**config.mk**
```make
export PLATFORM = sky130hd
export DESIGN_NAME = signal_measure_timer_control
export DESIGN_NICKNAME = d
export VERILOG_FILES = /design/src/logic/signal_measure_timer_control.v
export VERILOG_INCLUDE_DIRS = /design/src /design/src/common
export SDC_FILE = /design/constraint.sdc
export NUM_CORES = 1
export LEC_CHECK = 0
export BUFFER_PORTS_ARGS = -buffer_cell sky130_fd_sc_hd__buf_4
export CAP_MARGIN = 20
export CORE_MARGIN = 8
export CORE_UTILIZATION = 60
export CTS_CLUSTER_DIAMETER = 200
export DETAILED_ROUTE_END_ITERATION = 8
export MAX_ROUTING_LAYER = met4
export PLACE_DENSITY = 0.81
export SLEW_MARGIN = 20
export SYNTH_ARGS = -nofsm -noshare
export SYNTH_HDL_FRONTEND = slang
export SYNTH_SLANG_ARGS = --single-unit
```
**constraint.sdc**
```tcl
create_clock -name core_clk -period 2.48 [get_ports core_clk]
set_input_delay 0.248 -clock core_clk [delete_from_list [all_inputs] [get_ports core_clk]]
set_output_delay 0.248 -clock core_clk [all_outputs]
set_load 0.02 [all_outputs]
```
**src/common/signal_measure_timer_regs.vh**
```
// register map, field positions, reset values and mode codes
`ifndef SIGNAL_MEASURE_TIMER_REGS_VH
`define SIGNAL_MEASURE_TIMER_REGS_VH

`define MT_ADDR_W          12
`define MT_OFS_CTRL_A      12'h0498
`define MT_OFS_CTRL_B      12'h0499
`define MT_OFS_STATUS      12'h049A
`define MT_OFS_CLK_SEL     12'h049B
`define MT_OFS_SIG_SEL     12'h049C
`define MT_OFS_WIN_SEL     12'h049D
`define MT_OFS_PER_L       12'h04A0
`define MT_OFS_PER_H       12'h04A1
`define MT_OFS_PER_U       12'h04A2
`define MT_OFS_CNT_L       12'h04A4
`define MT_OFS_CNT_H       12'h04A5
`define MT_OFS_CNT_U       12'h04A6
`define MT_OFS_CPR_L       12'h04A8
`define MT_OFS_CPR_H       12'h04A9
`define MT_OFS_CPR_U       12'h04AA
`define MT_OFS_CPW_L       12'h04AC
`define MT_OFS_CPW_H       12'h04AD
`define MT_OFS_CPW_U       12'h04AE

`define MT_A_ENABLE        7
`define MT_A_HALT          5
`define MT_A_WINDOW_POLARITY          4
`define MT_A_SIGNAL_POLARITY          3
`define MT_A_COUNT_CLOCK_POLARITY          2
`define MT_B_GO            7
`define MT_B_REPEAT        6
`define MT_S_PERIOD_CAPTURE_UPDATE_REQUEST         7
`define MT_S_WIDTH_CAPTURE_UPDATE_REQUEST         6
`define MT_S_CLEAR         4
`define MT_S_COUNTING      2
`define MT_S_WINDOW        1
`define MT_S_ACQ           0

`define MT_RST_BYTE        8'h00
`define MT_RST_PERIOD      24'hFF_FFFF

`define MT_MODE_TIMER      4'h0
`define MT_MODE_GTIMER     4'h1
`define MT_MODE_PERDUTY    4'h2
`define MT_MODE_HILO       4'h3
`define MT_MODE_WINDOW     4'h4
`define MT_MODE_GWINDOW    4'h5
`define MT_MODE_TOF        4'h6
`define MT_MODE_CAPTURE    4'h7
`define MT_MODE_COUNTER    4'h8
`define MT_MODE_GCOUNTER   4'h9
`define MT_MODE_WCOUNTER   4'hA

`define MT_CLOCK_SOURCE_FIELD_INSTR      3'h0
`define MT_CLOCK_SOURCE_FIELD_SYSTEM     3'h1
`define MT_SSEL_LAST       5'h15
`define MT_WINDOW_SOURCE_FIELD_HOLE       5'h16
`define MT_WINDOW_SOURCE_FIELD_LAST       5'h17

`endif

```
**src/logic/signal_measure_timer_control.v**
```verilog
// control, status and source selection of the measurement timer
`timescale 1ns/1ps
`include "signal_measure_timer_regs.vh"

// Overview of operation
// - enable clear resets state, drops clock request
// - halt bit: counter holds at limit, match
// - no halt: counter wraps to zero, match
// - window polarity picks level and edge
// - signal polarity picks level and edge
// - clock polarity picks counting edge
// - prescaler divides by 1, 2, 4, 8
// - go bit allows counting and acquisition
// - repeat selects continuous or single acquisition
// - four-bit mode field, reserved codes idle
// - period capture update request, self clearing
// - width capture update request, self clearing
// - counter clear request, reads zero after
// - counting status shows counter incrementing
// - window status shows window open
// - acquisition status shows acquisition running
// - three-bit counting clock source select
// - five-bit signal source select, reserved codes
// - five-bit window source select, reserved codes
// - 24-bit period limit sets wrap point
module signal_measure_timer_control
#(
    parameter CNT_W = 24                // counter width
)
(
    input  wire                  core_clk,    // system clock
    input  wire                  rst_b,       // async reset
    input  wire [`MT_ADDR_W-1:0] regAddr,     // register address
    input  wire [7:0]            regWrData,   // write data
    input  wire                  regWr,       // write strobe
    input  wire                  regRd,       // read strobe
    output reg  [7:0]            regRdData,   // read data
    input  wire [7:1]            clkSrcIn,    // clock sources 1..7
    input  wire                  sigPin,      // signal pin
    input  wire [21:1]           sigSrcIn,    // signal sources
    input  wire                  winPin,      // window pin
    input  wire [23:1]           winSrcIn,    // window sources
    output reg                   clockReq,    // clock request
    output reg                   periodMatch, // match pulse
    output reg                   windowOpen   // window level
);

    reg  [7:0]       ctrlA_reg;
    reg  [7:0]       ctrlB_reg;
    reg  [2:0]       clkSel_reg;
    reg  [4:0]       sigSel_reg;
    reg  [4:0]       winSel_reg;
    reg              cprReq_reg;
    reg              cpwReq_reg;
    reg              clrReq_reg;
    reg              counting_reg;
    reg              acq_reg;
    reg  [CNT_W-1:0] period_reg;
    reg  [CNT_W-1:0] count_reg;
    reg  [CNT_W-1:0] cpr_reg;
    reg  [CNT_W-1:0] cpw_reg;
    reg  [1:0]       instrDiv_reg;
    reg  [2:0]       syncA_reg;
    reg  [2:0]       syncB_reg;
    reg  [2:0]       syncC_reg;
    reg  [2:0]       preCnt_reg;
    reg              matchPend_reg;
    reg  [7:0]       rdData_next;
    reg              clkRaw;
    reg              sigRaw;
    reg              winRaw;
    reg              gate;
    reg              edgeMode;
    reg              modeValid;
    reg  [CNT_W-1:0] count_next;

    wire       enable    = ctrlA_reg[`MT_A_ENABLE];
    wire       halt      = ctrlA_reg[`MT_A_HALT];
    wire       window_polarity      = ctrlA_reg[`MT_A_WINDOW_POLARITY];
    wire       signal_polarity      = ctrlA_reg[`MT_A_SIGNAL_POLARITY];
    wire       count_clock_polarity      = ctrlA_reg[`MT_A_COUNT_CLOCK_POLARITY];
    wire [1:0] prescale  = ctrlA_reg[1:0];
    wire       go        = ctrlB_reg[`MT_B_GO];
    wire       repeatAcq = ctrlB_reg[`MT_B_REPEAT];
    wire [3:0] mode      = ctrlB_reg[3:0];

    wire wrA   = regWr && (regAddr == `MT_OFS_CTRL_A);
    wire wrB   = regWr && (regAddr == `MT_OFS_CTRL_B);
    wire wrSt  = regWr && (regAddr == `MT_OFS_STATUS);
    wire wrClk = regWr && (regAddr == `MT_OFS_CLK_SEL);
    wire wrSig = regWr && (regAddr == `MT_OFS_SIG_SEL);
    wire wrWin = regWr && (regAddr == `MT_OFS_WIN_SEL);
    wire wrPl  = regWr && (regAddr == `MT_OFS_PER_L);
    wire wrPh  = regWr && (regAddr == `MT_OFS_PER_H);
    wire wrPu  = regWr && (regAddr == `MT_OFS_PER_U);

    // source multiplexers; reserved codes feed a constant low
    always @*
    begin
        if (clkSel_reg == `MT_CLOCK_SOURCE_FIELD_INSTR)
            clkRaw = instrDiv_reg[1];
        else
            clkRaw = clkSrcIn[clkSel_reg];
        if (sigSel_reg == 5'h00)
            sigRaw = sigPin;
        else if (sigSel_reg > `MT_SSEL_LAST)
            sigRaw = 1'b0;
        else
            sigRaw = sigSrcIn[sigSel_reg];
        if (winSel_reg == 5'h00)
            winRaw = winPin;
        else if (winSel_reg == `MT_WINDOW_SOURCE_FIELD_HOLE)
            winRaw = 1'b0;
        else if (winSel_reg > `MT_WINDOW_SOURCE_FIELD_LAST)
            winRaw = 1'b0;
        else
            winRaw = winSrcIn[winSel_reg];
    end

    // stage B and C only; stage A feeds stage B alone
    wire clkLvl  = syncB_reg[0] ^ count_clock_polarity;
    wire clkPrev = syncC_reg[0] ^ count_clock_polarity;
    wire sigLvl  = syncB_reg[1] ^ signal_polarity;
    wire sigPrev = syncC_reg[1] ^ signal_polarity;
    wire winLvl  = syncB_reg[2] ^ window_polarity;
    wire winPrev = syncC_reg[2] ^ window_polarity;
    wire sigEdge = sigLvl & ~sigPrev;
    wire winEdge = winLvl & ~winPrev;

    // the system clock source gives one edge per core cycle
    wire clkEdge = (clkSel_reg == `MT_CLOCK_SOURCE_FIELD_SYSTEM) ? 1'b1
                   : (clkLvl & ~clkPrev);

    wire [2:0] preMask = (3'h1 << prescale) - 3'h1;
    wire       preTick = clkEdge && (preCnt_reg == preMask);

    // mode decides what gates the count and what clocks it
    always @*
    begin
        gate      = 1'b1;
        edgeMode  = 1'b0;
        modeValid = 1'b1;
        case (mode)
            `MT_MODE_TIMER:    gate = 1'b1;
            `MT_MODE_GTIMER:   gate = sigLvl;
            `MT_MODE_PERDUTY:  gate = 1'b1;
            `MT_MODE_HILO:     gate = 1'b1;
            `MT_MODE_WINDOW:   gate = winLvl;
            `MT_MODE_GWINDOW:  gate = winLvl & sigLvl;
            `MT_MODE_TOF:      gate = winLvl;
            `MT_MODE_CAPTURE:  gate = 1'b1;
            `MT_MODE_COUNTER:  edgeMode = 1'b1;
            `MT_MODE_GCOUNTER:
            begin
                edgeMode = 1'b1;
                gate     = winLvl;
            end
            `MT_MODE_WCOUNTER:
            begin
                edgeMode = 1'b1;
                gate     = winLvl;
            end
            default:
            begin
                modeValid = 1'b0;
                gate      = 1'b0;
            end
        endcase
    end

    wire running = enable && go && modeValid && gate;
    wire step    = running && (edgeMode ? sigEdge : preTick);
    wire atLimit = (count_reg == period_reg);

    // a match in single mode ends the acquisition
    wire singleEnd = step && atLimit && !repeatAcq;

    always @*
    begin
        count_next = count_reg;
        // disable and the clear request win over any step
        if (!enable || clrReq_reg)
            count_next = {CNT_W{1'b0}};
        else if (step && atLimit && halt)
            count_next = period_reg;
        else if (step && atLimit)
            count_next = {CNT_W{1'b0}};
        else if (step)
            count_next = count_reg + {{(CNT_W-1){1'b0}}, 1'b1};
    end

    always @(posedge core_clk or negedge rst_b)
    begin
        if (!rst_b)
        begin
            ctrlA_reg  <= `MT_RST_BYTE;
            ctrlB_reg  <= `MT_RST_BYTE;
            clkSel_reg <= 3'h0;
            sigSel_reg <= 5'h00;
            winSel_reg <= 5'h00;
            period_reg <= `MT_RST_PERIOD;
        end
        else
        begin
            if (wrA)
                ctrlA_reg <= {regWrData[7], 1'b0, regWrData[5:0]};
            if (wrB)
                ctrlB_reg <= {regWrData[7:6], 2'h0, regWrData[3:0]};
            else if (singleEnd)
                ctrlB_reg[`MT_B_GO] <= 1'b0;
            if (wrClk)
                clkSel_reg <= regWrData[2:0];
            if (wrSig)
                sigSel_reg <= regWrData[4:0];
            if (wrWin)
                winSel_reg <= regWrData[4:0];
            if (wrPl)
                period_reg[7:0] <= regWrData;
            if (wrPh)
                period_reg[15:8] <= regWrData;
            if (wrPu)
                period_reg[23:16] <= regWrData;
        end
    end

    // requests: a new write of one wins over the hardware clear
    always @(posedge core_clk or negedge rst_b)
    begin
        if (!rst_b)
        begin
            cprReq_reg <= 1'b0;
            cpwReq_reg <= 1'b0;
            clrReq_reg <= 1'b0;
            cpr_reg    <= {CNT_W{1'b0}};
            cpw_reg    <= {CNT_W{1'b0}};
        end
        else
        begin
            if (wrSt && regWrData[`MT_S_PERIOD_CAPTURE_UPDATE_REQUEST])
                cprReq_reg <= 1'b1;
            else if (cprReq_reg)
                cprReq_reg <= 1'b0;
            if (wrSt && regWrData[`MT_S_WIDTH_CAPTURE_UPDATE_REQUEST])
                cpwReq_reg <= 1'b1;
            else if (cpwReq_reg)
                cpwReq_reg <= 1'b0;
            if (wrSt && regWrData[`MT_S_CLEAR])
                clrReq_reg <= 1'b1;
            else if (clrReq_reg)
                clrReq_reg <= 1'b0;
            if (cprReq_reg)
                cpr_reg <= count_reg;
            if (cpwReq_reg)
                cpw_reg <= count_reg;
        end
    end

    // measurement state; all of it collapses while disabled
    always @(posedge core_clk or negedge rst_b)
    begin
        if (!rst_b)
        begin
            instrDiv_reg  <= 2'h0;
            syncA_reg     <= 3'h0;
            syncB_reg     <= 3'h0;
            syncC_reg     <= 3'h0;
            preCnt_reg    <= 3'h0;
            count_reg     <= {CNT_W{1'b0}};
            matchPend_reg <= 1'b0;
            periodMatch   <= 1'b0;
            counting_reg  <= 1'b0;
            acq_reg       <= 1'b0;
            clockReq      <= 1'b0;
            windowOpen    <= 1'b0;
        end
        else if (!enable)
        begin
            instrDiv_reg  <= 2'h0;
            syncA_reg     <= 3'h0;
            syncB_reg     <= 3'h0;
            syncC_reg     <= 3'h0;
            preCnt_reg    <= 3'h0;
            count_reg     <= {CNT_W{1'b0}};
            matchPend_reg <= 1'b0;
            periodMatch   <= 1'b0;
            counting_reg  <= 1'b0;
            acq_reg       <= 1'b0;
            clockReq      <= 1'b0;
            windowOpen    <= 1'b0;
        end
        else
        begin
            instrDiv_reg <= instrDiv_reg + 2'h1;
            syncA_reg    <= {winRaw, sigRaw, clkRaw};
            syncB_reg    <= syncA_reg;
            syncC_reg    <= syncB_reg;
            if (!running || preTick)
                preCnt_reg <= 3'h0;
            else if (clkEdge)
                preCnt_reg <= preCnt_reg + 3'h1;
            count_reg <= count_next;
            // in repeat mode, match is signalled on the counting clock after equality
            if (step && atLimit)
                matchPend_reg <= 1'b1;
            else if (step || !running)
                matchPend_reg <= 1'b0;
            // single mode drops go at the match step, so signal it there
            periodMatch  <= (matchPend_reg && step)
                            || singleEnd;
            counting_reg <= step;
            // reserved modes never count, so they never show acquisition
            acq_reg      <= go && modeValid;
            // clock sources are requested only while enabled
            clockReq     <= 1'b1;
            windowOpen   <= winLvl;
        end
    end

    // register read mux; unmapped addresses read zero
    always @*
    begin
        rdData_next = 8'h00;
        if (regAddr == `MT_OFS_CTRL_A)
            rdData_next = ctrlA_reg;
        else if (regAddr == `MT_OFS_CTRL_B)
            rdData_next = ctrlB_reg;
        else if (regAddr == `MT_OFS_STATUS)
            rdData_next = {cprReq_reg, cpwReq_reg, 1'b0, clrReq_reg,
                           1'b0, counting_reg, windowOpen, acq_reg};
        else if (regAddr == `MT_OFS_CLK_SEL)
            rdData_next = {5'h00, clkSel_reg};
        else if (regAddr == `MT_OFS_SIG_SEL)
            rdData_next = {3'h0, sigSel_reg};
        else if (regAddr == `MT_OFS_WIN_SEL)
            rdData_next = {3'h0, winSel_reg};
        else if (regAddr == `MT_OFS_PER_L)
            rdData_next = period_reg[7:0];
        else if (regAddr == `MT_OFS_PER_H)
            rdData_next = period_reg[15:8];
        else if (regAddr == `MT_OFS_PER_U)
            rdData_next = period_reg[23:16];
        else if (regAddr == `MT_OFS_CNT_L)
            rdData_next = count_reg[7:0];
        else if (regAddr == `MT_OFS_CNT_H)
            rdData_next = count_reg[15:8];
        else if (regAddr == `MT_OFS_CNT_U)
            rdData_next = count_reg[23:16];
        else if (regAddr == `MT_OFS_CPR_L)
            rdData_next = cpr_reg[7:0];
        else if (regAddr == `MT_OFS_CPR_H)
            rdData_next = cpr_reg[15:8];
        else if (regAddr == `MT_OFS_CPR_U)
            rdData_next = cpr_reg[23:16];
        else if (regAddr == `MT_OFS_CPW_L)
            rdData_next = cpw_reg[7:0];
        else if (regAddr == `MT_OFS_CPW_H)
            rdData_next = cpw_reg[15:8];
        else if (regAddr == `MT_OFS_CPW_U)
            rdData_next = cpw_reg[23:16];
    end

    // read data stand only in the cycle after the strobe
    always @(posedge core_clk or negedge rst_b)
    begin
        if (!rst_b)
            regRdData <= 8'h00;
        else if (regRd)
            regRdData <= rdData_next;
        else
            regRdData <= 8'h00;
    end

endmodule

```
==> results of run 1 <==
critical path: cells and delay by family (launching register included):
family	cells	cell delay, ps
AO/OA/AOI/OAI	4	760
buffers and inverters	3	450
flip-flops	1	380
AND/OR/NAND/NOR	3	760
logic make-up (layout without fill, tap and decap cells):
family / count (synthesis) / in the layout / synth area share (%)
other cells: 0 / 1 / 0
simple gates: 278 / 278 / 16.8
mux: 128 / 128 / 17.7
flops: 152 / 152 / 43.2
xor+xnor: 29 / 29 / 2.86
fa+ha+maj: 2 / 2 / 0.282
buf+inv: 82 / 225 / 3.78
compound gates: 201 / 201 / 15.4
metrics by stage:
| step | power (uW) | util, % | instances |
|---|---|---|---|
| finish | 5500 | 75.3 | 1200 |
| global route | 5660 | 75.3 | 1199 |
| CTS | 5520 | 74.7 | 1194 |
| detailed placement | 2990 | 70.6 | 1161 |
| global placement | 2980 | 70.6 | 1161 |
| floorplan | 2730 | - | 872 |
layer usage:
metal / vias to the layer above / part of all wire (%) / track usage [%]
met3: 105 / 11 / 6.82
li1: 3523 / - / -
met2: 538 / 45 / 48.3
met1: 3927 / 40 / 43.4
met5: - / 0 / -
met4: 0 / 4.0 / 14.1
synth_stat cells (all sizes together) (3+ instances only):
cell,count
dfrtp,128
mux2,91
nand2,65
a21oi,52
nor2,49
clkbuf,45
o21ai,35
nand3,30
nor3,29
buf,26
xor2,26
dfstp,24
mux2i,23
nand2b,15
and3,14
mux4,14
a311oi,13
a31oi,13
and2,13
nor2b,13
nor4,12
inv,11
nand4,11
o211ai,10
o31ai,10
o22ai,8
a221oi,7
a22oi,7
a32oi,7
or2,6
and4,5
a211oi,4
o311ai,4
o32ai,4
or3,4
xnor2,3
worst max-delay path by stage:
stage | to | slack, ps | depth (start not counted)
global route | count_reg[6] | -50 | 10
global placement | regRdData[0] | 60 | 8
floorplan | count_reg[10] | 210 | 9
CTS | count_reg[0] | 20 | 8
finish | count_reg[6] | 60 | 10
detailed placement | ctrlB_reg[7] | -20 | 8
where the power goes:
group,internal (uW),leakage [uW],total [uW],switching [uW]
clock network,1490,0.000291,2540,1050
logic,195,0.00271,465,270
registers,2490,0.00204,2490,6.73
timing repair:
item | CTS | global route
buffers inserted | 0 | 4
hold endpoints to repair | 56 | 0
hold buffers | 1 | 0
resized for setup | 0 | 11
setup endpoints to repair | 0 | 15
area by class of cell:
cell class	count	area [um2]
antenna	1	2.50
inverter	11	41.3
timing repair buffer	182	1450
tap	184	230
clock buffer	24	524
clock inverter	8	60.1
multi-input combinational	638	4760
sequential	152	3830
fill	996	3580
==> results.py, run 1 <==
metrics = {
    "layout": {
        "synthToLayoutAreaGrowth_pct": 22.9,
        "layout-drive-gt1-share_pct": 36.2,
        "fin_nets": 1081,
        "mostFrequentLayoutCell": "buf_4",
        "final_cell_mix": "buf_4, dfrtp_1, mux2_2, nand2_1, a21oi_1",
        "fin_area_mm2": 0.0109,
    },
    "sta": {
        "rsz0062_at_grt": "yes",
        "finalSetupTns_ps": 0,
        "tightest_slew_ps": 1080,
        "fin_crit_sh_pct": 97.4,
        "fin_skew_ps": 7.44,
        "layout_min_cycle_time_ps": 2420,
        "fin_ws_ps": 64.3,
        "whs_ps": 85.2,
        "fmax_ghz": 0.414,
        "setup_violations": 0,
        "hold_violations": 0,
        "final_max_slew_viol_count": 0,
        "maxSlewHeadroom_pct": 28.1,
    },
    "clocking": {
        "clk_pin_slew_ps": 60,
        "cts_tree": "done",
        "clock_latency_ps": 430,
        "clock-sinks": 152,
        "cts_max_path_buffers": 2,
        "cts_buffers": 17,
        "cts-root-buf": "clkbuf_16",
        "htree_levels": 4,
    },
    "routing": {
        "drcViolationCount": 0,
        "post_drt_wl_per_cell_um": 24.2,
        "ant_nets": 0,
        "num_vias": 8093,
        "routed_via_density": 6.74,
        "drt_iter0_drc": 937,
        "wl_um": 29100,
        "first_pass_iters": 7,
    },
    "worst_setup_path": {
        "crit_start": "ctrlA_reg[1]",
        "crit_path_end_kind": "register",
        "cp-start-kind": "register",
        "rr_startpoint": "ctrlA_reg[1]",
        "cp_cell_sequence": "or4_4 -> a21oi_4 -> a31oi_4 -> o31ai_4 -> nand2b_4 -> buf_4 -> buf_2 -> buf_4 -> nor2_1 -> o221a_2",
        "reg2reg_to": "count_reg[6]",
        "slowest_stage": "or4_4",
        "crit_top_cell": "buf_4",
        "crit_required_ps": 2850,
        "crit_arrival_ps": 2790,
        "cp_max_fo": 5,
        "r2r_setup_slack_ps": 60,
        "cp_slowest_stage_delay_ps": 560,
        "critical_path_class": "register to register",
        "reg2reg_depth": 10,
    },
    "global_routing": {
        "antenna_found_initial": 0,
        "grt_max_degree": 74,
        "grt_pass1_vias": 8032,
        "grt_use_total_pct": 32.9,
        "grt_first_pass_wirelength_um": 45700,
        "grt_remaining_overflow": 0,
    },
    "hold_path": {
        "hold_path.startpoint": "regWrData[6]",
        "hp-class": "input port to register",
        "min_path_cells": 2,
        "holdPathEnd": "cpwReq_reg",
    },
    "synthesis": {
        "synthTopCellsByArea": "dfrtp_1, mux2_2, dfstp_2",
        "ys.flop_type": "dfrtp_1",
        "yosysSeqAreaShare_pct": 43.2,
        "syn_inst": 872,
        "synth_edf_count": 0,
        "yosysTopAreaCell": "dfrtp_1",
        "synth_warnings": 0,
        "yosysTopAreaCellShare_pct": 36.1,
        "syn-num-nets": 951,
        "synth-async-reset-ratio_pct": 100,
        "netlist_area_mm2": 0.00887,
        "ys_ff_latch": 152,
        "ys_types": 76,
        "syn_area_per_cell_um2": 10.2,
    },
    "run": {
        "max_cap_violations": 0,
    },
    "floorplan": {
        "die_area_mm2": 0.0189,
        "core_area_mm2": 0.0145,
        "placementRows": 44,
        "die_h_um": 138,
        "initial_utilization_pct": 61.3,
        "die_w_um": 138,
        "pin_count": 88,
    },
    "power_and_ir_drop": {
        "power.density_mw_per_mm2": 504,
        "p_leak_uw": 0.00504,
        "ir_drop_mv": 0.451,
    },
    "placed_design": {
        "dp_hpwl_um": 21200,
        "place_ws_ps": -22.6,
        "place.gp.congestion": 0.976,
        "placed_area_mm2": 0.0102,
        "numPortBuffers": 86,
    },
    "outcome": {
        "status": "complete, no violations",
    },
}
Note: power is estimated with default switching activity, not from simulation.
==> run 2, diff against run 1 <==
--- a/config.mk
+++ b/config.mk
@@ -14,6 +14,7 @@
 export DETAILED_ROUTE_END_ITERATION = 8
 export MAX_ROUTING_LAYER = met4
 export PLACE_DENSITY = 0.81
+export RECOVER_POWER = 25
 export SLEW_MARGIN = 20
 export SYNTH_ARGS = -nofsm -noshare
 export SYNTH_HDL_FRONTEND = slang
==> results.py, run 2 (same netlist as run 1, synthesis figures left out) <==
metrics = {
    "sta": {
        "fmax_ghz": 0.414,
        "maxSlewHeadroom_pct": -17.8,
        "setup_violations": 0,
        "tightest_slew_ps": 1770,
        "rsz0062_at_grt": "yes",
        "whs_ps": 85.0,
        "final_max_slew_viol_count": 101,
        "fin_crit_sh_pct": 97.5,
        "fin_skew_ps": 6.71,
        "hold_violations": 0,
        "layout_min_cycle_time_ps": 2420,
    },
    "clocking": {
        "cts_tree": "done",
        "clock_latency_ps": 430,
        "cts_max_path_buffers": 2,
        "cts-root-buf": "clkbuf_16",
        "htree_levels": 4,
        "clk_pin_slew_ps": 60,
        "clock-sinks": 152,
        "cts_buffers": 17,
    },
    "layout": {
        "mostFrequentLayoutCell": "buf_4",
        "final_cell_mix": "buf_4, dfrtp_1, mux2_2, nand2_1, a21oi_1",
        "synthToLayoutAreaGrowth_pct": 22.7,
        "layout-drive-gt1-share_pct": 36.1,
        "fin_nets": 1081,
    },
    "power_and_ir_drop": {
        "p_leak_uw": 0.00503,
        "finalPower_uw": 5500,
        "ir_drop_mv": 0.450,
        "power.density_mw_per_mm2": 505,
    },
    "global_routing": {
        "grt_first_pass_wirelength_um": 45700,
        "met1_usage_pct": 43.4,
        "gr-usage-met2_pct": 48.3,
        "grt_remaining_overflow": 0,
        "grt_busiest_layer": "met2",
        "grt_use_total_pct": 32.9,
        "met3_usage_pct": 6.82,
        "grt_max_degree": 74,
        "grt_pass1_vias": 8032,
        "antenna_found_initial": 0,
    },
    "worst_setup_path": {
        "crit_required_ps": 2850,
        "reg2reg_depth": 10,
        "crit_path_end_kind": "register",
        "r2r_setup_slack_ps": 60,
        "cp_max_fo": 5,
        "critical_path_class": "register to register",
        "reg2reg_to": "count_reg[6]",
        "crit_arrival_ps": 2790,
        "cp-start-kind": "register",
        "rr_startpoint": "ctrlA_reg[1]",
    },
    "hold_path": {
        "min_path_cells": 2,
        "hold_path.startpoint": "regWrData[6]",
        "holdPathEnd": "cpwReq_reg",
        "hp-class": "input port to register",
    },
    "routing": {
        "post_drt_wl_per_cell_um": 24.3,
        "first_pass_iters": 6,
        "wl_um": 29100,
        "num_vias": 8163,
        "ant_nets": 0,
        "drcViolationCount": 0,
        "routed_via_density": 6.80,
        "drt_iter0_drc": 922,
    },
    "floorplan": {
        "placementRows": 44,
        "initial_utilization_pct": 61.3,
        "die_h_um": 138,
        "die_area_mm2": 0.0189,
        "core_area_mm2": 0.0145,
        "pin_count": 88,
        "die_w_um": 138,
    },
    "run": {
        "max_cap_violations": 2,
    },
    "placed_design": {
        "dp_hpwl_um": 21200,
        "place.gp.congestion": 0.976,
        "numPortBuffers": 86,
    },
    "outcome": {
        "status": "finished with violations",
        "violations": "capacitance limit, slew limit",
    },
}
## run 2: cell types whose count changed in the layout (fill, tap and decap cells not counted)
cell	change
buf_6	-1
buf_4	-1
and2_0	+1
clkbuf_1	+1
and2_1	-1
clkbuf_2	+1
## run 2: power by group
group          total (uW)  internal (uW)  switching [uW]
logic                 465            194             270
registers            2490           2490            6.79
clock network        2540           1490            1050
total                5500           4170            1330
## run 2: cell type report
type,count,area [um2]
diodes,1,2.50
fillers,998,3590
clock buffers,24,524
clock inverters,8,60.1
multi-input cells,638,4760
flip-flops and latches,152,3830
well taps,184,230
repair buffers,182,1440
inverters,11,41.3
## run 2: worst max-delay path by stage
| stage | cells past startpoint | slack (ps) | startpoint | endpoint |
|---|---|---|---|---|
| 3_5_place_dp | 8 | -20 | ctrlA_reg[0] | ctrlB_reg[7] |
| 6_report | 10 | 60 | ctrlA_reg[1] | count_reg[6] |
| 5_1_grt | 10 | -50 | ctrlA_reg[1] | count_reg[6] |
| 2_1_floorplan | 9 | 210 | ctrlA_reg[0] | count_reg[10] |
| 4_1_cts | 8 | 20 | ctrlA_reg[0] | count_reg[0] |
| 3_3_place_gp | 8 | 60 | regAddr[9] | regRdData[0] |
## run 2: what timing repair did
action	in CTS	in global routing
setup endpoints to repair	0	15
hold buffers	1	0
buffers inserted	0	4
resized for setup	0	11
hold endpoints to repair	56	0
## run 2: routing by layer
metal	vias up	share of wire, %	wire, um
met4	0	3.9	1120
li1	3525	-	-
met2	537	45	13200
met5	-	0	0
met3	94	9.9	2880
met1	4007	41	11900
## run 2: critical path, stage by stage (launching register included)
cell and delay [ps]:
dfrtp_1 380, or4_4 560, a21oi_4 200, a31oi_4 60, o31ai_4 320, nand2b_4 110
buf_4 140, buf_2 170, buf_4 150, nor2_1 90, o221a_2 180
## run 2: stage by stage
stage / TNS (ps) / area (um2) / cells / util (%) / setup slack [ps]
finish: 0 / 10900 / 1200 / 75.2 / 62.6
CTS: 0 / 10800 / 1194 / 74.7 / 20.9
floorplan: 0 / 8870 / 872 / - / 206
detailed placement: -28.4 / 10200 / 1161 / 70.6 / -22.6
global placement: 0 / 10200 / 1161 / 70.6 / 63.0
global route: -95.0 / 10900 / 1199 / 75.2 / -50.1
